**src/sms_pkg.sv**
```systemverilog
/*
 Package for the master/slave byte shifter: control field positions, divider
 encodings, sizes and state encoding. Assumes nothing of its surroundings.
*/
package sms_pkg;
   localparam int BYTE_W = 8;
   localparam logic [2:0] BIT_CNT_LAST = 3'h7;
   localparam logic [2:0] BIT_CNT_ZERO = 3'h0;
   // Control byte field positions
   localparam int CTL_IRQ_EN = 7;
   localparam int CTL_ENABLE = 6;
   localparam int CTL_LSB_FIRST = 5;
   localparam int CTL_MASTER = 4;
   localparam int CTL_CPOL = 3;
   localparam int CTL_CPHA = 2;
   localparam int CTL_RATE_HI = 1;
   localparam int CTL_RATE_LO = 0;
   localparam logic [7:0] CTL_RESET = 8'h00;
   // Half-period of the generated clock in CPU cycles for rate codes 0..3
   // Fastest rate still spans the pin synchroniser delay before MISO is sampled
   localparam logic [6:0] HALF_DIV0 = 7'h06;
   localparam logic [6:0] HALF_DIV1 = 7'h08;
   localparam logic [6:0] HALF_DIV2 = 7'h20;
   localparam logic [6:0] HALF_DIV3 = 7'h40;
   localparam logic [6:0] DIV_ONE = 7'h01;
   localparam logic [6:0] DIV_ZERO = 7'h00;
   typedef enum logic [2:0] {
      SMS_IDLE = 3'b001,
      SMS_LEAD = 3'b010,
      SMS_TRAIL = 3'b100
   } sms_state_t;
endpackage

```
**src/sms_shifter.sv**
```systemverilog
/*
 Byte shifter working as bus master or bus slave on MOSI/MISO/SCK/select.
 Assumes CLK is the CPU clock, pins are outside its domain and go through
 sms_sync3, and that control bits arrive as plain ports from the host logic.
*/
// How it works
// While the power gate is set the port is held disabled and idle.
// Select low frames a transfer; master drives SCK pulses from its divider.
// Data leaves on MOSI as master and on MISO as slave, exchanged bitwise.
// The peer master raises select after each packet to resynchronise us.
// As master the port never drives select; software owns that pin.
// A data write in master mode starts the clock and shifts eight bits.
// After eight bits the master clock stops and the done flag sets.
// Done flag with interrupt enable set raises the interrupt request.
// After a byte the master writes again or raises select to end.
// Last received byte is held in a receive buffer returned on reads.
// As slave with select high the port idles and MISO is undriven.
// Slave writes while select is high are kept but not shifted.
// As slave the done flag sets once a full byte has shifted.
// Slave may load the next transmit byte before reading received data.
// Software writes no new byte until the current shift has completed.
// Software reads each byte before the next one finishes arriving.
// Peer SCK low and high phases each exceed two CPU cycles.
// Enabled port forces its input pins to input; its output pins still follow their direction bits.
// Slave select rising resets shift logic and drops a partial byte.
// Select pulled low while master with select input makes us slave.
// Control holds enable, bit order, polarity, phase and rate select.
`timescale 1ns/1ps
module sms_shifter
   import sms_pkg::*;
(
   input wire logic CLK,
   input wire logic RSTN,
   input wire logic POWER_GATE,
   input wire logic [7:0] CTL_WR_DATA,
   input wire logic CTL_WR,
   input wire logic [7:0] DATA_WR_DATA,
   input wire logic DATA_WR,
   input wire logic DATA_RD,
   input wire logic FLAG_CLR,
   input wire logic DIR_MOSI,
   input wire logic DIR_MISO,
   input wire logic DIR_SCK,
   input wire logic DIR_SEL,
   input wire logic PORT_SEL_OUT,
   input wire logic MOSI_IN,
   input wire logic MISO_IN,
   input wire logic SCK_IN,
   input wire logic SEL_IN,
   output logic MOSI_OUT,
   output logic MOSI_OE,
   output logic MISO_OUT,
   output logic MISO_OE,
   output logic SCK_OUT,
   output logic SCK_OE,
   output logic SEL_OUT,
   output logic SEL_OE,
   output logic [7:0] CONTROL,
   output logic [7:0] RX_DATA,
   output logic TRANSFER_DONE_FLAG,
   output logic IRQ,
   output logic BUSY
);
   logic [7:0] ctl_r, ctl_nxt;
   logic [7:0] shift_r, shift_nxt;
   logic [7:0] rx_buf_r;
   logic [2:0] bit_cnt_r, bit_cnt_nxt;
   logic [6:0] div_cnt_r, div_cnt_nxt;
   logic done_r, done_nxt;
   logic in_bit_r, in_bit_nxt;
   logic sck_gen_r, sck_gen_nxt;
   logic sck_prev_r, sel_prev_r;
   logic byte_end;
   sms_state_t state_r, state_nxt;

   logic mosi_s, miso_s, sck_s, sel_s;
   sms_sync3 u_sync_mosi (.clk(CLK), .rst_n(RSTN), .reset_val(1'b0), .d(MOSI_IN), .q(mosi_s));
   sms_sync3 u_sync_miso (.clk(CLK), .rst_n(RSTN), .reset_val(1'b0), .d(MISO_IN), .q(miso_s));
   sms_sync3 u_sync_sck (.clk(CLK), .rst_n(RSTN), .reset_val(1'b0), .d(SCK_IN), .q(sck_s));
   sms_sync3 u_sync_sel (.clk(CLK), .rst_n(RSTN), .reset_val(1'b1), .d(SEL_IN), .q(sel_s));

   wire enabled = ctl_r[CTL_ENABLE] & ~POWER_GATE;
   wire is_master = ctl_r[CTL_MASTER];
   wire lsb_first = ctl_r[CTL_LSB_FIRST];
   wire cpol = ctl_r[CTL_CPOL];
   wire cpha = ctl_r[CTL_CPHA];
   wire [1:0] rate = {ctl_r[CTL_RATE_HI], ctl_r[CTL_RATE_LO]};
   // Synchronised select reads low from reset until a high pin has reached stages 2 and 3 and they agree; a low pin settles to low
   wire sel_low = ~sel_s;
   wire slave_active = enabled & ~is_master & sel_low;
   wire sel_rise = sel_s & ~sel_prev_r;
   // Mode fault: another master selects us while select is an input
   wire mode_fault = enabled & is_master & ~DIR_SEL & sel_low;

   wire [6:0] half_div = (rate == 2'h0) ? HALF_DIV0 :
                         (rate == 2'h1) ? HALF_DIV1 :
                         (rate == 2'h2) ? HALF_DIV2 : HALF_DIV3;
   wire out_bit = lsb_first ? shift_r[0] : shift_r[BYTE_W-1];
   wire [7:0] shift_in = lsb_first ? {in_bit_r, shift_r[7:1]} : {shift_r[6:0], in_bit_r};
   wire master_in = miso_s;
   wire slave_in = mosi_s;

   // Slave edges on the synchronised clock; the leading edge depends on polarity
   wire sck_level = sck_s ^ cpol;
   wire sck_lead = sck_level & ~(sck_prev_r ^ cpol);
   wire sck_trail = ~sck_level & (sck_prev_r ^ cpol);
   wire div_tick = (div_cnt_r == DIV_ONE);

   // Sample on the first edge when phase is zero, else on the second
   wire s_sample = cpha ? sck_trail : sck_lead;
   wire s_shift = cpha ? sck_lead : sck_trail;
   // With phase one the first leading edge is a shift with nothing yet sampled
   wire s_first_skip = cpha & (bit_cnt_r == BIT_CNT_ZERO) & ~in_bit_r;

   always_comb begin
      ctl_nxt = ctl_r;
      shift_nxt = shift_r;
      bit_cnt_nxt = bit_cnt_r;
      div_cnt_nxt = div_cnt_r;
      done_nxt = done_r;
      in_bit_nxt = in_bit_r;
      sck_gen_nxt = sck_gen_r;
      state_nxt = state_r;
      byte_end = 1'b0;
      if (CTL_WR) begin
         ctl_nxt = CTL_WR_DATA;
      end
      if (FLAG_CLR | DATA_RD) begin
         done_nxt = 1'b0;
      end
      if (!enabled) begin
         state_nxt = SMS_IDLE;
         bit_cnt_nxt = BIT_CNT_ZERO;
         sck_gen_nxt = cpol;
         if (DATA_WR) begin
            shift_nxt = DATA_WR_DATA;
         end
      end else if (mode_fault) begin
         ctl_nxt[CTL_MASTER] = 1'b0;
         done_nxt = 1'b1;
         state_nxt = SMS_IDLE;
         bit_cnt_nxt = BIT_CNT_ZERO;
         sck_gen_nxt = cpol;
      end else if (is_master) begin
         case (state_r)
            SMS_IDLE: begin
               sck_gen_nxt = cpol;
               if (DATA_WR) begin
                  shift_nxt = DATA_WR_DATA;
                  bit_cnt_nxt = BIT_CNT_ZERO;
                  div_cnt_nxt = half_div;
                  state_nxt = SMS_LEAD;
               end
            end
            SMS_LEAD: begin
               div_cnt_nxt = div_tick ? half_div : div_cnt_r - DIV_ONE;
               if (div_tick) begin
                  sck_gen_nxt = ~cpol;
                  if (!cpha) begin
                     in_bit_nxt = master_in;
                  end else if (bit_cnt_r != BIT_CNT_ZERO) begin
                     shift_nxt = shift_in;
                  end
                  state_nxt = SMS_TRAIL;
               end
            end
            SMS_TRAIL: begin
               div_cnt_nxt = div_tick ? half_div : div_cnt_r - DIV_ONE;
               if (div_tick) begin
                  sck_gen_nxt = cpol;
                  if (cpha) begin
                     in_bit_nxt = master_in;
                  end else begin
                     shift_nxt = shift_in;
                  end
                  bit_cnt_nxt = bit_cnt_r + 3'h1;
                  state_nxt = SMS_LEAD;
                  if (bit_cnt_r == BIT_CNT_LAST) begin
                     state_nxt = SMS_IDLE;
                     byte_end = 1'b1;
                     if (cpha) begin
                        shift_nxt = lsb_first ? {master_in, shift_r[7:1]} : {shift_r[6:0], master_in};
                     end
                  end
               end
            end
            default: state_nxt = SMS_IDLE;
         endcase
      end else begin
         state_nxt = SMS_IDLE;
         if (sel_rise | ~sel_low) begin
            bit_cnt_nxt = BIT_CNT_ZERO;
            in_bit_nxt = 1'b0;
            if (DATA_WR) begin
               shift_nxt = DATA_WR_DATA;
            end
         end else begin
            if (DATA_WR) begin
               shift_nxt = DATA_WR_DATA;
            end
            if (s_sample) begin
               in_bit_nxt = slave_in;
               if (cpha) begin
                  shift_nxt = shift_in;
                  bit_cnt_nxt = bit_cnt_r + 3'h1;
               end
            end
            if (s_sample & cpha & (bit_cnt_r == BIT_CNT_LAST)) begin
               shift_nxt = lsb_first ? {slave_in, shift_r[7:1]} : {shift_r[6:0], slave_in};
               byte_end = 1'b1;
            end else if (s_shift & ~cpha) begin
               shift_nxt = shift_in;
               bit_cnt_nxt = bit_cnt_r + 3'h1;
               byte_end = (bit_cnt_r == BIT_CNT_LAST);
            end
         end
      end
      if (byte_end) begin
         done_nxt = 1'b1; // set wins over clear
      end
   end

   logic unused_skip;
   assign unused_skip = s_first_skip;

   always_ff @(posedge CLK or negedge RSTN) begin
      if (!RSTN) begin
         ctl_r <= CTL_RESET;
         shift_r <= 8'h00;
         rx_buf_r <= 8'h00;
         bit_cnt_r <= BIT_CNT_ZERO;
         div_cnt_r <= DIV_ZERO;
         done_r <= 1'b0;
         in_bit_r <= 1'b0;
         sck_gen_r <= 1'b0;
         sck_prev_r <= 1'b0;
         sel_prev_r <= 1'b1;
         state_r <= SMS_IDLE;
      end else begin
         ctl_r <= ctl_nxt;
         shift_r <= shift_nxt;
         bit_cnt_r <= bit_cnt_nxt;
         div_cnt_r <= div_cnt_nxt;
         done_r <= done_nxt;
         in_bit_r <= in_bit_nxt;
         sck_gen_r <= sck_gen_nxt;
         sck_prev_r <= sck_s;
         sel_prev_r <= sel_s;
         state_r <= state_nxt;
         if (byte_end) begin
            rx_buf_r <= shift_nxt;
         end
      end
   end

   // Pin drive: master owns MOSI/SCK by direction, slave owns MISO only while selected
   wire m_on = enabled & is_master & ~mode_fault;
   wire mosi_oe_nxt = m_on & DIR_MOSI;
   wire miso_oe_nxt = slave_active & DIR_MISO;
   wire sck_oe_nxt = m_on & DIR_SCK;
   // Select follows the ordinary port when not a slave; never driven by the shifter
   wire sel_oe_nxt = ~(enabled & ~is_master) & DIR_SEL;

   always_ff @(posedge CLK or negedge RSTN) begin
      if (!RSTN) begin
         MOSI_OUT <= 1'b0;
         MOSI_OE <= 1'b0;
         MISO_OUT <= 1'b0;
         MISO_OE <= 1'b0;
         SCK_OUT <= 1'b0;
         SCK_OE <= 1'b0;
         SEL_OUT <= 1'b1;
         SEL_OE <= 1'b0;
         CONTROL <= CTL_RESET;
         RX_DATA <= 8'h00;
         TRANSFER_DONE_FLAG <= 1'b0;
         IRQ <= 1'b0;
         BUSY <= 1'b0;
      end else begin
         MOSI_OUT <= out_bit;
         MOSI_OE <= mosi_oe_nxt;
         MISO_OUT <= out_bit;
         MISO_OE <= miso_oe_nxt;
         SCK_OUT <= sck_gen_nxt;
         SCK_OE <= sck_oe_nxt;
         SEL_OUT <= PORT_SEL_OUT;
         SEL_OE <= sel_oe_nxt;
         CONTROL <= ctl_nxt;
         RX_DATA <= byte_end ? shift_nxt : rx_buf_r;
         TRANSFER_DONE_FLAG <= done_nxt;
         IRQ <= done_nxt & ctl_nxt[CTL_IRQ_EN];
         BUSY <= (state_nxt != SMS_IDLE);
      end
   end
endmodule

```
**src/sms_sync3.sv**
```systemverilog
/*
 Three-stage input synchroniser with agreement filter.
 Assumes the input is asynchronous to clk; output changes when stages 2 and 3 agree.
*/
`timescale 1ns/1ps
module sms_sync3 (
   input wire logic clk,
   input wire logic rst_n,
   input wire logic reset_val,
   input wire logic d,
   output logic q
);
   logic s1_r, s2_r, s3_r;
   always_ff @(posedge clk or negedge rst_n) begin
      if (!rst_n) begin
         s1_r <= 1'b0;
         s2_r <= 1'b0;
         s3_r <= 1'b0;
         q <= 1'b0;
      end else begin
         s1_r <= d;
         s2_r <= s1_r;
         s3_r <= s2_r;
         if (s2_r == s3_r) begin
            q <= s2_r;
         end
      end
   end
   logic unused_rv;
   assign unused_rv = reset_val;
endmodule

```
**config.mk**
```make
export PLATFORM = sky130hd
export DESIGN_NAME = sms_shifter
export DESIGN_NICKNAME = d
export VERILOG_FILES = /design/src/sms_pkg.sv /design/src/sms_shifter.sv /design/src/sms_sync3.sv
export SDC_FILE = /design/constraint.sdc
export NUM_CORES = 1
export LEC_CHECK = 0
export BUFFER_PORTS_ARGS = -buffer_cell sky130_fd_sc_hd__buf_4
export CAP_MARGIN = 20
export CELL_PAD_IN_SITES_DETAIL_PLACEMENT = 1
export CELL_PAD_IN_SITES_GLOBAL_PLACEMENT = 1
export CORE_MARGIN = 5
export CORE_UTILIZATION = 44
export CTS_CLUSTER_DIAMETER = 60
export CTS_CLUSTER_SIZE = 28
export DETAILED_ROUTE_END_ITERATION = 10
export GPL_ROUTABILITY_DRIVEN = 0
export PLACE_DENSITY_LB_ADDON = 0.1
export SYNTH_ARGS = -nofsm -noshare
export SYNTH_HDL_FRONTEND = slang
export SYNTH_SLANG_ARGS = --single-unit
```
**constraint.sdc**
```tcl
create_clock -name CLK -period 2.1 [get_ports CLK]
set_input_delay 0.525 -clock CLK [delete_from_list [all_inputs] [get_ports CLK]]
set_output_delay 0.525 -clock CLK [all_outputs]
set_load 0.02 [all_outputs]
```
==> flow_summary.yaml <==
floorplanning:
  coreArea_sq_mm: 0.00809
  boundaryPins: 59
  std_cell_rows: 33
  die_h_microns: 101
  fp.dieW_microns: 101
  dieArea_sq_mm: 0.0101
  initial_utilization_pct: 44.7
place:
  hpwl_microns: 7790
  io_buffers: 58
timing:
  finClkSkew_ns: 0.0152
  setup_violations: 0
  finalCriticalPeriod_ns: 2.04
  finalCritPeriodShare_pct: 97.0
  final_hold_viol_count: 0
  tightest_slew_ns: 0.627
  fmax_ghz: 0.491
  rsz0062_at_grt: "true"
  drv_slew: 0
  holdWs_ns: 0.0753
  slew_headroom_pct: 58.0
synth:
  synthDistinctLibCells: 65
  yosysSeqAreaShare_pct: 45.1
  syn_inst: 345
  postSynthAreaPerCell_sq_um: 10.5
  synth_area_sq_mm: 0.00362
  synth-seq-cells: 65
  yosysWarnings: 0
  ys.flop_type: "dfrtp_1"
  synthArstFlopShare_pct: 100
  synth_edf_count: 0
  synth_nets: 382
grt:
  grt_pass1_wl_microns: 17600
  grt_pass1_vias: 3424
  grt_overflow: 0
  antenna_found_initial: 0
  grt_max_degree: 39
  grt.total_usage_pct: 22.1
cts:
  cts_tree: "done"
  cts_buffers: 9
  clk_latency_ns: 0.36
  clkSlewWorstSetupHoldPaths_ns: 0.08
  cts-hold-fix-buffers: 0
  cts_sinks: 65
  clockRootBuffer: "clkbuf_8"
  ctsLongestPathBuffers: 2
  h-tree-depth: 3
worst_setup_path:
  crit_required_ns: 2.33
  cp-startpoint: "div_cnt_r[1]$_DFFE_PN0P_"
  r2r_start: "div_cnt_r[1]$_DFFE_PN0P_"
  critPathKind: "reg2reg"
  path_max_fanout: 8
  crit_arrival_ns: 2.27
  startpoint_type: "register"
  crit_path_end_kind: "register"
route:
  ant_nets: 0
  drc: 0
  wl_microns: 10800
  viasPerCell: 5.82
  drtIter0Drc: 152
  wl_per_cell_microns: 19.5
  first_pass_iters: 4
  via_count: 3222
layout:
  mostFrequentLayoutCells: "buf_4 (107), dfrtp_1 (61), nor2_1 (23)"
  layout-drive-gt1-share_pct: 39.4
  syn_to_final_growth_pct: 31.4
  fillers: 914
  finalCoreUtilization_pct: 58.7
  layout.nets: 481
  layout_commonest_cell: "buf_4"
  insertedDiodeCount: 0
power_and_ir_drop:
  peakVddDrop_mv: 0.439
  pwr_density_cell_mw_per_mm2: 726
  power_mw: 3.45
  p_leak_nw: 2.08
flow_run:
  drv_cap: 0
outcome:
  status: "finished, final reports clean"
worst_hold_path:
  hp-class: "in2async"
-- state kept, by name, summed over array words and instances (netlist names), 3 cells and up --
register   cells
bit_cnt_r      3
RX_DATA        8
state_r        3
shift_r        8
CONTROL        8
div_cnt_r      7
-- cell type report --
type / count / area (sq um) / share of cell area, %
Sequential cell: 65 / 1630 / 34.3
Clock inverter: 7 / 58.8 / 1.24
Timing Repair Buffer: 109 / 843 / 17.7
Tap cell: 105 / 131 / 2.76
Clock buffer: 9 / 124 / 2.61
Inverter: 13 / 48.8 / 1.03
Multi-Input combinational cell: 246 / 1910 / 40.3
-- where the power goes --
group | internal (mW) | switching, mW
Combinational | 0.410 | 0.492
Sequential | 1.37 | 0.169
Clock | 0.446 | 0.558
Total | 2.23 | 1.22
-- stage by stage --
step | area [sq um] | setup TNS, ns | setup slack, ns | instances
floorplan | 3620 | 0 | 0.174 | 345
global placement | 4400 | -1.40 | -0.147 | 527
detailed placement | 4400 | -2.19 | -0.250 | 527
CTS | 4620 | 0 | 0.0298 | 545
global route | 4750 | -0.0803 | -0.0301 | 554
finish | 4750 | 0 | 0.0625 | 554
-- kinds of logic (layout without fill, tap and decap cells) --
family / Yosys count / count (layout) / synth area share (%)
DFF: 65 / 65 / 45.1
xor gates and xnor gates: 3 / 3 / 0.727
and+or+nand+nor: 100 / 100 / 15.8
AOI/OAI and AO/OA: 103 / 103 / 22.1
adders and majority gates: 9 / 9 / 2.84
buffers and inverters: 34 / 138 / 4.46
muxes: 31 / 31 / 9.07
-- final timing paths --
| kind | to | slack [ns] | cells after the start |
|---|---|---|---|
| max | RX_DATA[0]$_DFFE_PN0P_ | 0.06 | 7 |
| min in group CLK | u_sync_miso.s1_r$_DFF_PN0_ | 0.27 | 1 |
| min | div_cnt_r[5]$_DFFE_PN0P_ | 0.08 | 1 |
| max reg2reg | RX_DATA[0]$_DFFE_PN0P_ | 0.06 | 7 |
| max in group asynchronous | SEL_OUT$_DFF_PN1_ | 1.42 | 2 |
| min reg2reg | u_sync_sck.s2_r$_DFF_PN0_ | 0.36 | 0 |
-- synthesized netlist by cell type, types with 3 or more instances --
| cell | count | area, sq um |
|---|---|---|
| dfrtp_1 | 63 | 1580 |
| nor2_1 | 23 | 86.3 |
| nand2_1 | 18 | 67.6 |
| mux2i_1 | 17 | 170 |
| a21oi_1 | 16 | 80.1 |
| o21ai_0 | 15 | 75.1 |
| a211oi_1 | 12 | 90.1 |
| inv_1 | 12 | 45.0 |
| mux2_2 | 12 | 135 |
| nor3_1 | 11 | 55.1 |
| buf_2 | 9 | 45.0 |
| nor2b_1 | 9 | 56.3 |
| a221oi_1 | 7 | 61.3 |
| clkbuf_1 | 7 | 26.3 |
| nand2b_1 | 7 | 43.8 |
| and2_1 | 6 | 37.5 |
| o211ai_1 | 6 | 45.0 |
| and3_1 | 5 | 31.3 |
| ha_1 | 5 | 62.6 |
| o21ai_1 | 5 | 25.0 |
| o31ai_1 | 5 | 37.5 |
| a211oi_2 | 4 | 50.1 |
| a31oi_1 | 4 | 25.0 |
| a32oi_1 | 4 | 35.0 |
| maj3_1 | 4 | 40.0 |
| nand3b_1 | 3 | 22.5 |
| nor3b_2 | 3 | 37.5 |
-- layer usage --
layer	track usage (%)	wire length [microns]	share of wire, %	vias to the layer above
met5	0	0	0	-
met4	5.49	127	1.2	0
met3	4.78	475	4.4	11
met2	35.8	5350	50	88
met1	30.1	4850	45	1637
li1	-	-	-	1486
-- critical path, cell delays in order, from the launching register on --
cell	delay [ns]
dfrtp_1	0.38
inv_1	0.07
ha_1	0.19
nor3b_4	0.17
buf_4	0.15
and4_1	0.22
o211ai_4	0.36
mux2_1	0.37
-- what timing repair did --
action                     4_1_cts  5_1_grt
setup endpoints to repair       19       18
setup buffers                    2        9
pin swaps                        0        7
cloned                           0        0
resized for setup                6       14
Note: power is estimated with default switching activity, not from simulation.
